==> config.mk <==
export PLATFORM = sky130hd
export DESIGN_NAME = psd_top
export DESIGN_NICKNAME = d
export VERILOG_FILES = /design/src/hw/psd_sync.v /design/src/hw/psd_top.v
export VERILOG_INCLUDE_DIRS = /design/src /design/src/hw
export SDC_FILE = /design/constraint.sdc
export NUM_CORES = 1
export LEC_CHECK = 0
export BUFFER_PORTS_ARGS = -buffer_cell sky130_fd_sc_hd__buf_4
export CAP_MARGIN = 20
export CORE_MARGIN = 10
export CORE_UTILIZATION = 54
export CTS_CLUSTER_DIAMETER = 150
export DETAILED_ROUTE_END_ITERATION = 16
export PLACE_DENSITY_LB_ADDON = 0.3
export SLEW_MARGIN = 20
export SYNTH_ARGS = -nofsm -noshare
export SYNTH_HDL_FRONTEND = slang
export SYNTH_SLANG_ARGS = --single-unit
==> constraint.sdc <==
create_clock -name clk -period 4 [get_ports clk]
set_clock_uncertainty 0.1 [all_clocks]
set_input_delay 0.6 -clock clk [delete_from_list [all_inputs] [get_ports clk]]
set_output_delay 0.6 -clock clk [all_outputs]
set_load 0.02 [all_outputs]
==> src/hw/psd_regs.vh <==
`ifndef PSD_REGS_VH
`define PSD_REGS_VH
// Serial access lengths in clocks
`define PSD_LEN_CFG 5'd8
`define PSD_LEN_REF 5'd16
`define PSD_LEN_DIV 5'd24
// Configuration byte fields
`define PSD_CFG_INVERT 7
`define PSD_CFG_PDA 6
`define PSD_CFG_STEP 1
`define PSD_CFG_CUR_HI 3
`define PSD_CFG_CUR_LO 2
`define PSD_CFG_RESET 8'h00
// Reference register fields
`define PSD_REF_OPT_HI 15
`define PSD_REF_OPT_LO 13
`define PSD_REF_RATIO_HI 12
`define PSD_REF_RATIO_LO 0
// Power-on defaults: option code gives reference output ratio of eight
`define PSD_REF_OPT_RESET 3'h4
`define PSD_REF_RATIO_RESET 13'h0001
// Divider register fields
`define PSD_DIV_SWALLOW_HI 6
`define PSD_DIV_MAIN_HI 18
`define PSD_DIV_MAIN_LO 7
`define PSD_DIV_OUTA_HI 23
`define PSD_DIV_OUTA_LO 22
`define PSD_DIV_RESET 24'h000000
`define PSD_OUTA_DATA_OUT 2'h0
`define PSD_OUTA_PORT 2'h3
// Prescaler base modulus
`define PSD_PRESCALE 7'd64
// In-phase dual-drive pulse length, ns, and cycles at 40 MHz
`define PSD_DUAL_NS 50
`define PSD_CLK_NS 25
`define PSD_DUAL_CYC ((`PSD_DUAL_NS + `PSD_CLK_NS - 1) / `PSD_CLK_NS)
`endif

==> src/hw/psd_sync.v <==
`timescale 1ns/1ps
`default_nettype none
// Two-flop synchroniser for one pin level
module psd_sync (
   // Clock and reset
   input wire clk,
   input wire resetn,
   // Level in and out
   input wire din,
   output reg dout
);
   reg meta_reg; // First stage, read only by dout

   // Two stages of resampling
   always @(posedge clk) begin
      if (!resetn) begin
         meta_reg <= 1'b0;
         dout <= 1'b0;
      end else begin
         meta_reg <= din;
         dout <= meta_reg;
      end
   end
endmodule // psd_sync
`default_nettype wire

==> src/hw/psd_top.v <==
`timescale 1ns/1ps
`default_nettype none
`include "psd_regs.vh"
// How it works
// - Step low: codes give 70..100 percent
// - Step high, output A not in port mode: codes give 25..100 percent
// - Feedback divides main times 64 plus swallow
// - Divider write also copies ratio buffer
// - Output A powers up as data out
// - Top three reference bits set options
// - Low thirteen bits set reference ratio
// - Power-on reference output ratio eight
// - Reference write: options now, ratio buffered
// - Enable pulse loads ratio at cycle end
// - Sixteen clocks select reference register
// - Pump drives when unlocked, floats locked
// - In phase, both drivers pulse briefly
// - Step bit chooses 10 or 25 percent; port mode on output A forces 10
// - Eight clocks select configuration register
module psd_top (
   // System
   input wire clk,
   input wire resetn,
   // Serial port pins
   input wire ser_clk,
   input wire ser_data,
   input wire ser_enable,
   output reg data_out,
   // Reference and feedback clocks
   input wire reference_input,
   input wire prescaler_in,
   output reg reference_output,
   output wire modulus_ctl,
   // Charge pump
   output reg pump_up,
   output reg pump_down,
   output reg [6:0] pump_current_pct,
   output wire charge_pump_out_oe,
   // Output A and compare strobes
   output reg output_a,
   output reg reference_compare_freq,
   output reg feedback_compare_freq
);
   // Synchronised pins
   wire sclk_s, sdat_s, sen_s, ref_s, pre_s;
   psd_sync u_s0 (.clk(clk), .resetn(resetn), .din(ser_clk), .dout(sclk_s));
   psd_sync u_s1 (.clk(clk), .resetn(resetn), .din(ser_data), .dout(sdat_s));
   psd_sync u_s2 (.clk(clk), .resetn(resetn), .din(ser_enable), .dout(sen_s));
   psd_sync u_s3 (.clk(clk), .resetn(resetn), .din(reference_input), .dout(ref_s));
   psd_sync u_s4 (.clk(clk), .resetn(resetn), .din(prescaler_in), .dout(pre_s));

   // Edge history
   reg sclk_d_reg, sen_d_reg, ref_d_reg, pre_d_reg;
   reg enable_seen_clk_reg; // Any clock rise during this enable window
   wire sclk_rise = sclk_s & ~sclk_d_reg;
   wire sen_rise = sen_s & ~sen_d_reg;
   wire sen_fall = ~sen_s & sen_d_reg;
   wire ref_rise = ref_s & ~ref_d_reg;
   wire pre_rise = pre_s & ~pre_d_reg;

   // Shift path and registers
   reg [23:0] shift_reg;
   reg [4:0] bit_cnt_reg; // Saturates at 31
   reg [7:0] cfg_reg;
   reg [2:0] ref_opt_reg;
   reg [12:0] ratio_buf1_reg; // First buffer
   reg [12:0] ratio_buf2_reg; // Second buffer, counter source
   reg [23:0] div_pend_reg; // Written, awaiting a safe point
   reg div_pend_valid_reg;
   reg [23:0] div_reg; // Active divider word
   wire div_take; // Pending word taken at a feedback reload

   // Shift in on serial clock rises while enabled, count the clocks
   always @(posedge clk) begin
      if (!resetn) begin
         shift_reg <= 24'h000000;
         bit_cnt_reg <= 5'd0;
         data_out <= 1'b0;
         enable_seen_clk_reg <= 1'b0;
      end else if (sen_rise) begin
         bit_cnt_reg <= 5'd0;
         enable_seen_clk_reg <= 1'b0;
      end else if (sen_s && sclk_rise) begin
         shift_reg <= {shift_reg[22:0], sdat_s};
         data_out <= shift_reg[23]; // Cascade out
         enable_seen_clk_reg <= 1'b1;
         if (bit_cnt_reg != 5'd31) begin
            bit_cnt_reg <= bit_cnt_reg + 5'd1;
         end
      end
   end

   // Option and ratio update flags for the counters
   reg ratio_load_pend_reg; // Second buffer waiting for cycle end
   reg [12:0] ratio_next_buf2;

   // Register transfer on enable release
   always @(posedge clk) begin
      if (!resetn) begin
         cfg_reg <= `PSD_CFG_RESET;
         ref_opt_reg <= `PSD_REF_OPT_RESET;
         ratio_buf1_reg <= `PSD_REF_RATIO_RESET;
         ratio_buf2_reg <= `PSD_REF_RATIO_RESET;
         div_pend_reg <= `PSD_DIV_RESET;
         div_pend_valid_reg <= 1'b0;
      end else begin
         if (sen_fall && bit_cnt_reg == `PSD_LEN_CFG) begin
            cfg_reg <= shift_reg[7:0];
         end else if (sen_fall && bit_cnt_reg == `PSD_LEN_REF) begin
            ref_opt_reg <= shift_reg[`PSD_REF_OPT_HI:`PSD_REF_OPT_LO];
            ratio_buf1_reg <= shift_reg[`PSD_REF_RATIO_HI:`PSD_REF_RATIO_LO];
         end else if (sen_fall && bit_cnt_reg == `PSD_LEN_DIV) begin
            div_pend_reg <= shift_reg;
            div_pend_valid_reg <= 1'b1;
            ratio_buf2_reg <= ratio_buf1_reg;
         end else if (sen_fall && !enable_seen_clk_reg) begin
            // Bare enable pulse with clock held low loads second buffer
            ratio_buf2_reg <= ratio_buf1_reg;
         end
         // Pending divider word clears once taken at a reload
         if (div_take) begin
            div_pend_valid_reg <= 1'b0;
         end
      end
   end

   // Reference divider: counter takes new ratio only on wrap
   reg [12:0] ref_cnt_reg;
   reg [12:0] ref_ratio_reg; // Ratio in use this cycle
   reg [2:0] pre_div_reg; // Three-stage divider for reference output
   wire ref_wrap = ref_rise && (ref_cnt_reg <= 13'd1);
   always @(posedge clk) begin
      if (!resetn) begin
         ref_cnt_reg <= `PSD_REF_RATIO_RESET;
         ref_ratio_reg <= `PSD_REF_RATIO_RESET;
         reference_compare_freq <= 1'b0;
         pre_div_reg <= 3'h0;
         reference_output <= 1'b0;
      end else begin
         reference_compare_freq <= ref_wrap;
         if (ref_rise) begin
            pre_div_reg <= pre_div_reg + 3'h1;
            if (ref_wrap) begin
               ref_ratio_reg <= ratio_buf2_reg;
               ref_cnt_reg <= ratio_buf2_reg;
            end else begin
               ref_cnt_reg <= ref_cnt_reg - 13'd1;
            end
         end
         // Option code selects output: low, in/1, in/2, in/4, in/8
         case (ref_opt_reg)
            3'h0: reference_output <= 1'b0;
            3'h1: reference_output <= ref_s;
            3'h2: reference_output <= pre_div_reg[0];
            3'h3: reference_output <= pre_div_reg[1];
            default: reference_output <= pre_div_reg[2];
         endcase
      end
   end

   // Feedback divider: main count times 64 plus swallow count
   reg [11:0] main_cnt_reg;
   reg [5:0] swallow_cnt_reg;
   reg [6:0] pre_cnt_reg; // Models the 64/65 prescaler
   wire [6:0] pre_mod = swallow_cnt_reg != 6'd0 ? `PSD_PRESCALE + 7'd1 : `PSD_PRESCALE;
   wire pre_out = pre_rise && (pre_cnt_reg >= pre_mod - 7'd1);
   wire fb_reload = pre_out && (main_cnt_reg <= 12'd1);
   assign div_take = div_pend_valid_reg && fb_reload;
   wire [23:0] div_use = div_take ? div_pend_reg : div_reg;
   assign modulus_ctl = (swallow_cnt_reg == 6'd0);
   always @(posedge clk) begin
      if (!resetn) begin
         div_reg <= `PSD_DIV_RESET;
         main_cnt_reg <= 12'd0;
         swallow_cnt_reg <= 6'd0;
         pre_cnt_reg <= 7'd0;
         feedback_compare_freq <= 1'b0;
      end else begin
         feedback_compare_freq <= fb_reload;
         if (div_take) begin
            div_reg <= div_pend_reg;
         end
         if (pre_rise) begin
            pre_cnt_reg <= pre_out ? 7'd0 : pre_cnt_reg + 7'd1;
         end
         if (fb_reload) begin
            // Reload both counters together; host keeps main >= swallow
            main_cnt_reg <= div_use[`PSD_DIV_MAIN_HI:`PSD_DIV_MAIN_LO];
            swallow_cnt_reg <= div_use[`PSD_DIV_SWALLOW_HI-1:0];
         end else if (pre_out) begin
            main_cnt_reg <= main_cnt_reg - 12'd1;
            if (swallow_cnt_reg != 6'd0) begin
               swallow_cnt_reg <= swallow_cnt_reg - 6'd1;
            end
         end
      end
   end

   // Current setting from the configuration byte
   wire [1:0] cur_code = {cfg_reg[`PSD_CFG_CUR_HI], cfg_reg[`PSD_CFG_CUR_LO]};
   wire outa_port = (div_reg[`PSD_DIV_OUTA_HI:`PSD_DIV_OUTA_LO] == `PSD_OUTA_PORT);
   always @(posedge clk) begin
      if (!resetn) begin
         pump_current_pct <= 7'd70;
         output_a <= 1'b0;
      end else begin
         if (cfg_reg[`PSD_CFG_STEP] && !outa_port) begin
            pump_current_pct <= 7'd25 + 7'd25 * {5'h00, cur_code};
         end else begin
            pump_current_pct <= 7'd70 + 7'd10 * {5'h00, cur_code};
         end
         // Port mode drives the step bit out, else serial data out
         output_a <= outa_port ? cfg_reg[`PSD_CFG_STEP] : data_out;
      end
   end

   // Phase/frequency detector; both drivers on briefly when in phase
   reg up_reg, dn_reg;
   reg [3:0] dual_cnt_reg;
   wire both = up_reg & dn_reg;
   always @(posedge clk) begin
      if (!resetn) begin
         up_reg <= 1'b0;
         dn_reg <= 1'b0;
         dual_cnt_reg <= 4'h0;
         pump_up <= 1'b0;
         pump_down <= 1'b0;
      end else begin
         if (both && dual_cnt_reg >= `PSD_DUAL_CYC - 1) begin
            up_reg <= 1'b0; // Reset after dual interval
            dn_reg <= 1'b0;
            dual_cnt_reg <= 4'h0;
         end else begin
            if (reference_compare_freq) up_reg <= 1'b1;
            if (feedback_compare_freq) dn_reg <= 1'b1;
            dual_cnt_reg <= both ? dual_cnt_reg + 4'h1 : 4'h0;
         end
         // Polarity bit swaps source and sink
         pump_up <= cfg_reg[`PSD_CFG_INVERT] ? dn_reg : up_reg;
         pump_down <= cfg_reg[`PSD_CFG_INVERT] ? up_reg : dn_reg;
      end
   end
   // Floats when neither drives or detector A disabled
   assign charge_pump_out_oe = cfg_reg[`PSD_CFG_PDA] & (pump_up | pump_down);

   // Clock history registers
   always @(posedge clk) begin
      if (!resetn) begin
         sclk_d_reg <= 1'b0;
         sen_d_reg <= 1'b0;
         ref_d_reg <= 1'b0;
         pre_d_reg <= 1'b0;
      end else begin
         sclk_d_reg <= sclk_s;
         sen_d_reg <= sen_s;
         ref_d_reg <= ref_s;
         pre_d_reg <= pre_s;
      end
   end
endmodule // psd_top
`default_nettype wire

==> impl_metrics.yaml, run 1 <==
drt:
  via_per_inst: 5.71
  drtIter0Drc: 543
  drc_errors: 0
  vias: 6085
  wl_met2_um: 7400
  drt.antenna.violating_nets: 0
  wl_per_cell_um: 15.5
  dr.max_layer_used: "met4"
  firstDrtPassIters: 5
  wl_met1_um: 8100
  wirelength_um: 16500
  wl_met3_um: 757
worst_hold_path:
  hp-class: "input pin to register"
  min_from: "prescaler_in"
floorplan:
  die-width_um: 140
  start_util_pct: 55.7
  chipHeight_um: 140
  num_rows: 43
  dieArea_mm2: 0.0196
  design.core.area_mm2: 0.0140
  pin_count: 23
power:
  power_leakage_uw: 0.00327
  total_power_uw: 3580
  power.density_mw_per_mm2: 414
  peakVddDrop_mv: 0.331
clock_tree:
  cts.sinks: 180
  clk_latency_ns: 0.43
  clk_pin_slew_ns: 0.07
  cts_buffers: 17
  htree_levels: 4
  cts_max_path_buffers: 2
  cts_tree: "built"
  hold_buffers: 0
  post_cts_buffers: 0
  cts_root_buf: "clkbuf_16"
  cts_resized: 0
place:
  placed_area_mm2: 0.00805
  dp_hpwl_um: 10700
  gp_congestion: 0.842
  numPortBuffers: 22
synthesis:
  synth_nets: 908
  synth-compound-area-share_pct: 13.0
  syn_area_per_cell_um2: 8.90
  synth_top_area_share_pct: 46.2
  synth_mux_area_share_pct: 11.2
  synth-xor-area-share_pct: 1.69
  netlist_instances: 876
  yosys.area.top_type: "dfxtp_1"
  synth-async-reset-ratio_pct: 0
  yosys.cell_types.count: 62
  ys.flop_type: "dfxtp_1"
  yosys_warnings: 0
  synthAdderAreaFrac_pct: 4.01
  netlist_area_mm2: 0.00780
  synth_edf_count: 0
  synthSimpleGateAreaFrac_pct: 19.6
  ys_ff_latch: 180
  yosysSeqAreaShare_pct: 46.2
  netlist_top_cells_area: "dfxtp_1, mux2i_1, a21oi_1, nor2_1, nand2_1"
  synth_top_family_by_area: "simple AND/OR/NAND/NOR gates"
setup_path:
  critical_path.startpoint: "swallow_cnt_reg[0]$_SDFFE_PN0P_"
  critPathCaptureType: "register"
  critPathRequiredTime_ns: 4.21
  arrival_ns: 3.90
  critPathSlowestCell: "or4_1"
  max_stage_delay_ns: 0.56
  path_cells: "inv_1 -> ha_1 -> nand2b_1 -> or4_1 -> inv_1 -> ha_1 -> nand2b_1 -> a2111oi_0 -> buf_4 -> o31a_1 -> buf_4 -> nor3_1 -> o221a_2"
  cp_max_fo: 18
  r2r-start: "swallow_cnt_reg[0]$_SDFFE_PN0P_"
  worst-setup-path-type: "register to register"
  r2r_slack_ns: 0.32
  critPathLaunchType: "register"
outcome:
  status: "finished, final reports clean"
timing:
  tns_ns: 0
  max_slew.worst_pin.slew_ns: 1.09
  setup_violations: 0
  min_period_ns: 3.68
  max_freq_ghz: 0.272
  min_period_over_period_pct: 92.1
  hold_viol: 0
  rsz0062_at_grt: "no"
  drv_slew: 0
  relSlewSlack_pct: 27.4
global_routing:
  grt_pass1_wl_um: 27500
  grt-ovfl-total: 0
  track_usage_pct: 16.5
  grt_pass1_vias: 5551
  antenna_found_initial: 0
  grt_max_degree: 111
layout:
  layout_common_cells: "dfxtp_1, nor2_1, nand2_1"
  nFillCells: 1183
  diodes: 0
  drive_gt1_share_pct: 10.3
  largest_register_ffs: 24
  postLayoutCellArea_mm2: 0.00865
  final_common_cell: "dfxtp_1"
  syn2layout_area_growth_pct: 10.9
  layout.nets: 905
run:
  maxCapViolCount: 0
==> routing by layer <==
metal	track usage, %	up-vias
li1	-	3068
met3	3.79	15
met1	22.9	2849
met5	0	-
met2	24.3	153
met4	6.09	0
==> per-stage QoR <==
| stage | setup WS (ns) | std cells | hold WS, ns | util [%] |
|---|---|---|---|---|
| after detailed placement | 0.409 | 1034 | 0.334 | 57.6 |
| after global placement | 0.511 | 1034 | 0.323 | 57.6 |
| final | 0.318 | 1065 | 0.282 | 61.8 |
| after floorplan | 0.629 | 876 | 0.312 | - |
| after global routing | 0.0296 | 1065 | 0.275 | 61.8 |
| after CTS | 0.389 | 1065 | 0.269 | 61.8 |
==> cell type report <==
type	count	area, um^2	share of cell area [%]
Multi-Input combinational cell	620	3880	44.9
Sequential cell	180	3600	41.7
Clock buffer	19	453	5.24
Timing Repair Buffer	36	270	3.12
Tap cell	180	225	2.60
Clock inverter	12	144	1.66
Inverter	18	70.1	0.810
==> worst max-delay path, delay by kind of cell (launching register included) <==
kind                       cells  cell delay [ns]
AOI/OAI and AO/OA              3             0.96
DFF                            1             0.34
buffers and inverters          4             0.81
and+or+nand+nor                4             0.86
adders and majority gates      2             0.48
==> kinds of logic after synthesis <==
group / after synthesis
AO/OA/AOI/OAI: 174
multiplexers: 87
AND/OR/NAND/NOR: 318
adder cells (fa/ha/maj): 25
XOR/XNOR: 15
flip-flops: 180
other: 1
buffers and inverters: 76
==> power breakdown <==
group	internal, uW	switching, uW
Clock	963	717
Sequential	1800	7.77
Combinational	27.4	67.4
==> worst paths after layout <==
| kind | endpoint | cells past startpoint |
|---|---|---|
| min | u_s4.meta_reg$_SDFF_PN0_ | 2 |
| max | main_cnt_reg[11]$_SDFFE_PN0P_ | 13 |
| max reg2reg | main_cnt_reg[11]$_SDFFE_PN0P_ | 13 |
| min reg2reg | u_s2.dout$_SDFF_PN0_ | 1 |
==> synth_stat cells (3+ instances only) <==
library cell,n
a31oi_1,3
o31ai_1,5
nand2_1,90
o211ai_1,5
dfxtp_1,180
or4_1,6
nor4_1,6
mux2i_1,83
buf_1,6
nor2_1,104
and3_1,3
xor2_1,7
a22oi_1,5
o21a_1,3
or3_1,8
nor2b_1,4
mux2_2,4
a21oi_1,80
o221a_2,3
nand2b_1,7
inv_1,18
o21ai_0,46
ha_1,25
buf_2,11
nor3_1,17
and2_1,14
buf_6,3
nand4b_1,4
clkbuf_1,37
or4_4,3
xnor2_1,8
nand4_1,26
nand3_1,16
Note: power is estimated with default switching activity, not from simulation.
==> inputs of run 2 (changes only) <==
Settings changed: CORE_UTILIZATION 54 to 62.
==> run 2 against run 1 <==
Net effect: die area decreased by 11%; cell count decreased by 1.0%; first-iteration DRC count decreased by 2.0%; wire length increased by 5.6%; count of clock-buffer cells in the layout unchanged; sequential share of layout area increased by 0.27 points; combinational power increased by 2%; power decreased by 4.0%.
==> impl_metrics.yaml, run 2 (synthesis results as in run 1) <==
global_routing:
  grt_pass1_wl_um: 29500
  grt_max_degree: 118
  grt-ovfl-total: 0
  grt_pass1_vias: 6178
  antenna_found_initial: 0
  track_usage_pct: 19.9
floorplan:
  design.core.area_mm2: 0.0122
  dieArea_mm2: 0.0175
  die-width_um: 132
  pin_count: 23
  num_rows: 40
  start_util_pct: 64.1
  chipHeight_um: 132
layout:
  instances_no_fill: 1054
  layout_common_cells: "dfxtp_1, nor2_1, nand2_1"
  largest_register_ffs: 24
  syn2layout_area_growth_pct: 10.2
  diodes: 0
  final_common_cell: "dfxtp_1"
  layout.nets: 906
  drive_gt1_share_pct: 10.4
  postLayoutCellArea_mm2: 0.00859
clock_tree:
  hold_buffers: 0
  clk_latency_ns: 0.43
  cts_buffers: 17
  cts_max_path_buffers: 2
  cts_resized: 0
  cts_tree: "built"
  htree_levels: 4
  clk_pin_slew_ns: 0.07
  cts_root_buf: "clkbuf_16"
  post_cts_buffers: 0
  cts.sinks: 180
power:
  power_leakage_uw: 0.00325
  pwr-share-seq_pct: 52.6
  pwr-share-comb_pct: 2.8
  peakVddDrop_mv: 0.326
  clkPwrFrac_pct: 44.6
  swShare_pct: 23.0
  internal_power_uw: 2650
  power.density_mw_per_mm2: 401
  power.switching_uw: 791
setup_path:
  r2r-start: "swallow_cnt_reg[0]$_SDFFE_PN0P_"
  worst-setup-path-type: "register to register"
  r2r_end: "pre_cnt_reg[5]$_SDFFE_PN0P_"
  path_cells: "inv_1 -> ha_1 -> nand2b_1 -> or4_1 -> inv_2 -> ha_1 -> nand2b_1 -> a2111oi_0 -> buf_4 -> o31a_1 -> buf_4 -> o21ai_0 -> a21oi_1"
  arrival_ns: 3.94
  critPathCaptureType: "register"
  critPathSlowestCell: "or4_1"
  cp_max_fo: 12
  critPathRequiredTime_ns: 4.26
  max_stage_delay_ns: 0.59
  ff2ff_path_depth: 13
  critPathLaunchType: "register"
  r2r_slack_ns: 0.31
timing:
  tns_ns: 0
  min_period_over_period_pct: 92.2
  setup_violations: 0
  hold_viol: 0
  drv_slew: 0
  relSlewSlack_pct: 30.0
  min_period_ns: 3.69
  rsz0062_at_grt: "no"
  max_slew.worst_pin.slew_ns: 1.05
  max_freq_ghz: 0.271
drt:
  wirelength_um: 17400
  drc_errors: 0
  via_per_inst: 6.05
  vias: 6379
  drtIter0Drc: 532
  wl_per_cell_um: 16.5
  drt.antenna.violating_nets: 0
  firstDrtPassIters: 6
run:
  maxCapViolCount: 0
place:
  gp_congestion: 0.853
  placed_area_mm2: 0.00804
  post-place-cells: 1022
  numPortBuffers: 22
  dp_hpwl_um: 11300
worst_hold_path:
  worstHoldPathCells: 2
  hp-class: "input pin to register"
  whs_endpoint: "u_s3.meta_reg$_SDFF_PN0_"
  min_from: "reference_input"
outcome:
  status: "finished, final reports clean"
-- run 2: cell count changes in the layout (fill, tap and decap cells not counted), sizes merged --
cell,before,now
clkinv,3,4
clkinvlp,2,3
bufinv,2,0
buf,36,37
-- run 2: final cells by class --
type,count,area (um^2)
clock buffer,19,443
sequential,180,3600
fill,920,3570
inverter,18,72.6
clock inverter,12,98.8
multi-input combinational,620,3880
tap,168,210
timing repair buffer,37,282
-- run 2: worst max path at each step --
stage | startpoint | to | slack (ns) | depth (start not counted)
after floorplan | swallow_cnt_reg[0]$_SDFFE_PN0P_ | div_reg[12]$_SDFF_PN0_ | 0.63 | 13
after global placement | swallow_cnt_reg[0]$_SDFFE_PN0P_ | pre_cnt_reg[6]$_SDFFE_PN0P_ | 0.51 | 13
after detailed placement | swallow_cnt_reg[0]$_SDFFE_PN0P_ | pre_cnt_reg[6]$_SDFFE_PN0P_ | 0.28 | 13
after CTS | swallow_cnt_reg[0]$_SDFFE_PN0P_ | pre_cnt_reg[6]$_SDFFE_PN0P_ | 0.28 | 13
after global routing | swallow_cnt_reg[0]$_SDFFE_PN0P_ | pre_cnt_reg[6]$_SDFFE_PN0P_ | 0.09 | 13
final | swallow_cnt_reg[0]$_SDFFE_PN0P_ | pre_cnt_reg[5]$_SDFFE_PN0P_ | 0.31 | 13
-- run 2: power by group through the flow --
stage	Sequential, uW	Clock [uW]	Combinational (uW)
5_1_grt	1810	1630	106
3_5_place_dp	1850	0	94.0
6_report	1810	1530	96.7
3_3_place_gp	1850	0	90.2
2_1_floorplan	1850	0	71.1
4_1_cts	1810	1550	95.3
-- run 2: worst max-delay path, delay by kind of cell (launching register included) --
family / cells / cell delay, ns
simple gates: 3 / 0.84
buf+inv: 4 / 0.72
fa+ha+maj: 2 / 0.48
compound gates: 4 / 1.14
flops: 1 / 0.34
-- run 2: through the flow --
| stage | utilization, % | total power [uW] | worst slack (ns) | hold WS, ns |
|---|---|---|---|---|
| CTS | 70.5 | 3450 | 0.277 | 0.274 |
| global placement | 66.1 | 1940 | 0.513 | 0.325 |
| finish | 70.7 | 3440 | 0.312 | 0.282 |
| floorplan | - | 1920 | 0.629 | 0.312 |
| detailed placement | 66.1 | 1940 | 0.285 | 0.325 |
| global route | 70.7 | 3550 | 0.0886 | 0.279 |
-- run 2: metal layers --
layer | share of wire [%] | vias up | GRT usage [%]
li1 | - | 3078 | -
met1 | 46 | 3078 | 24.6
met2 | 47 | 184 | 32.3
met3 | 5.2 | 39 | 5.14
met4 | 2.0 | 0 | 7.79
met5 | 0 | - | 0
==> inputs of run 3 (changes only) <==
Settings changed: PLACE_DENSITY set to 0.79, PLACE_DENSITY_LB_ADDON 0.3 to unset.
==> run 3 against run 2 <==
Net effect: register-to-register slack better by 0.03 ns; global-route usage hardly changed; maximum frequency is 0.80% higher; first-iteration DRC count is 2.3% lower; core utilization is 0.56 points higher; clock power is 14% higher; hold slack hardly changed; largest cell class unchanged.
==> impl_metrics.yaml, run 3 (synthesis results as in run 1) <==
drt:
  wirelength_um: 17700
  drc_errors: 0
  wl_per_cell_um: 16.8
  via_per_inst: 5.99
  firstDrtPassIters: 5
  drtIter0Drc: 520
  drt.antenna.violating_nets: 0
  vias: 6309
clock_tree:
  cts_buffers: 17
  post_cts_buffers: 0
  cts.sinks: 180
  cts_max_path_buffers: 2
  clk_latency_ns: 0.43
  clk_pin_slew_ns: 0.06
  cts_resized: 0
  cts_tree: "built"
  hold_buffers: 0
  htree_levels: 4
  cts_root_buf: "clkbuf_16"
floorplan:
  dieArea_mm2: 0.0175
  design.core.area_mm2: 0.0122
  num_rows: 40
  start_util_pct: 64.1
  pin_count: 23
  chipHeight_um: 132
  die-width_um: 132
setup_path:
  critPathRequiredTime_ns: 4.24
  arrival_ns: 3.90
  worst-setup-path-type: "register to register"
  critPathCaptureType: "register"
  cp_max_fo: 23
  ff2ff_path_depth: 13
  critPathLaunchType: "register"
outcome:
  status: "finished, final reports clean"
worst_hold_path:
  hp-class: "input pin to register"
  worstHoldPathCells: 2
layout:
  final_common_cell: "dfxtp_1"
  finalCoreUtilization_pct: 71.2
  layout_common_cells: "dfxtp_1, nor2_1, nand2_1"
  drive_gt1_share_pct: 10.4
  syn2layout_area_growth_pct: 11.1
  largest_register_ffs: 24
  layout.nets: 905
  diodes: 0
timing:
  min_period_ns: 3.66
  setup_violations: 0
  max_freq_ghz: 0.273
  hold_viol: 0
  min_period_over_period_pct: 91.5
  drv_slew: 0
  rsz0062_at_grt: "no"
  max_slew.worst_pin.slew_ns: 1.11
  tns_ns: 0
  relSlewSlack_pct: 25.7
global_routing:
  track_usage_pct: 19.9
  antenna_found_initial: 0
  grt_pass1_wl_um: 29300
  grt_pass1_vias: 6073
  grt-ovfl-total: 0
  grt_max_degree: 91
power:
  power.density_mw_per_mm2: 422
  peakVddDrop_mv: 0.279
  power_leakage_uw: 0.00328
place:
  gp_congestion: 0.817
  numPortBuffers: 22
  dp_hpwl_um: 11500
run:
  maxCapViolCount: 0
[run 3: cell count changes in the layout (fill, tap and decap cells not counted), sizes merged]
cell | before | now
inv | 23 | 18
buf | 37 | 36
bufinv | 0 | 4
clkinv | 4 | 6
clkbuf | 19 | 18
[run 3: worst max-delay path: stages (launching register included)]
cell       delay (ns)
dfxtp_1          0.33
inv_1            0.08
ha_1             0.21
nand2b_1         0.09
or4_1            0.58
inv_2            0.21
ha_1             0.25
nand2b_1         0.13
a2111oi_0        0.49
buf_4            0.22
o31a_1           0.27
buf_4            0.30
o21ai_0          0.13
a21oi_1          0.17
[run 3: per-stage QoR]
| stage | std cells | setup slack, ns | hold WS [ns] | power, uW | area [um^2] |
|---|---|---|---|---|---|
| floorplan | 876 | 0.629 | 0.312 | 1920 | 7800 |
| global placement | 1022 | 0.501 | 0.326 | 1940 | 8040 |
| detailed placement | 1022 | 0.327 | 0.322 | 1950 | 8040 |
| CTS | 1053 | 0.324 | 0.274 | 3670 | 8660 |
| global route | 1053 | 0.0430 | 0.274 | 3760 | 8660 |
| finish | 1053 | 0.341 | 0.282 | 3650 | 8660 |
[run 3: final cells by class]
| type | count | area, um^2 |
|---|---|---|
| multi-input cells | 620 | 3880 |
| clock inverters | 13 | 184 |
| inverters | 18 | 70.1 |
| clock buffers | 18 | 439 |
| repair buffers | 36 | 270 |
| flip-flops and latches | 180 | 3600 |
| fillers | 927 | 3500 |
| well taps | 168 | 210 |
[run 3: worst paths after layout]
check                             startpoint  slack (ns)                   endpoint
max          swallow_cnt_reg[0]$_SDFFE_PN0P_        0.34     div_reg[15]$_SDFF_PN0_
min                             prescaler_in        0.28   u_s4.meta_reg$_SDFF_PN0_
max reg2reg  swallow_cnt_reg[0]$_SDFFE_PN0P_        0.34     div_reg[15]$_SDFF_PN0_
min reg2reg             u_s1.dout$_SDFF_PN0_        0.34  shift_reg[0]$_SDFFE_PN0P_
[run 3: routing by layer]
metal	track usage (%)	routed length, um	vias to the layer above
met5	0	0	-
met2	33.1	8650	166
met4	6.67	294	0
li1	-	-	3068
met1	24.7	7920	3047
met3	4.57	802	28
[run 3: where the power goes]
| group | leakage (uW) | switching, uW | internal [uW] |
|---|---|---|---|
| clock network | 0.000298 | 685 | 1060 |
| registers | 0.00145 | 8.24 | 1800 |
| logic | 0.00153 | 69.3 | 28.3 |
| total | 0.00328 | 762 | 2890 |
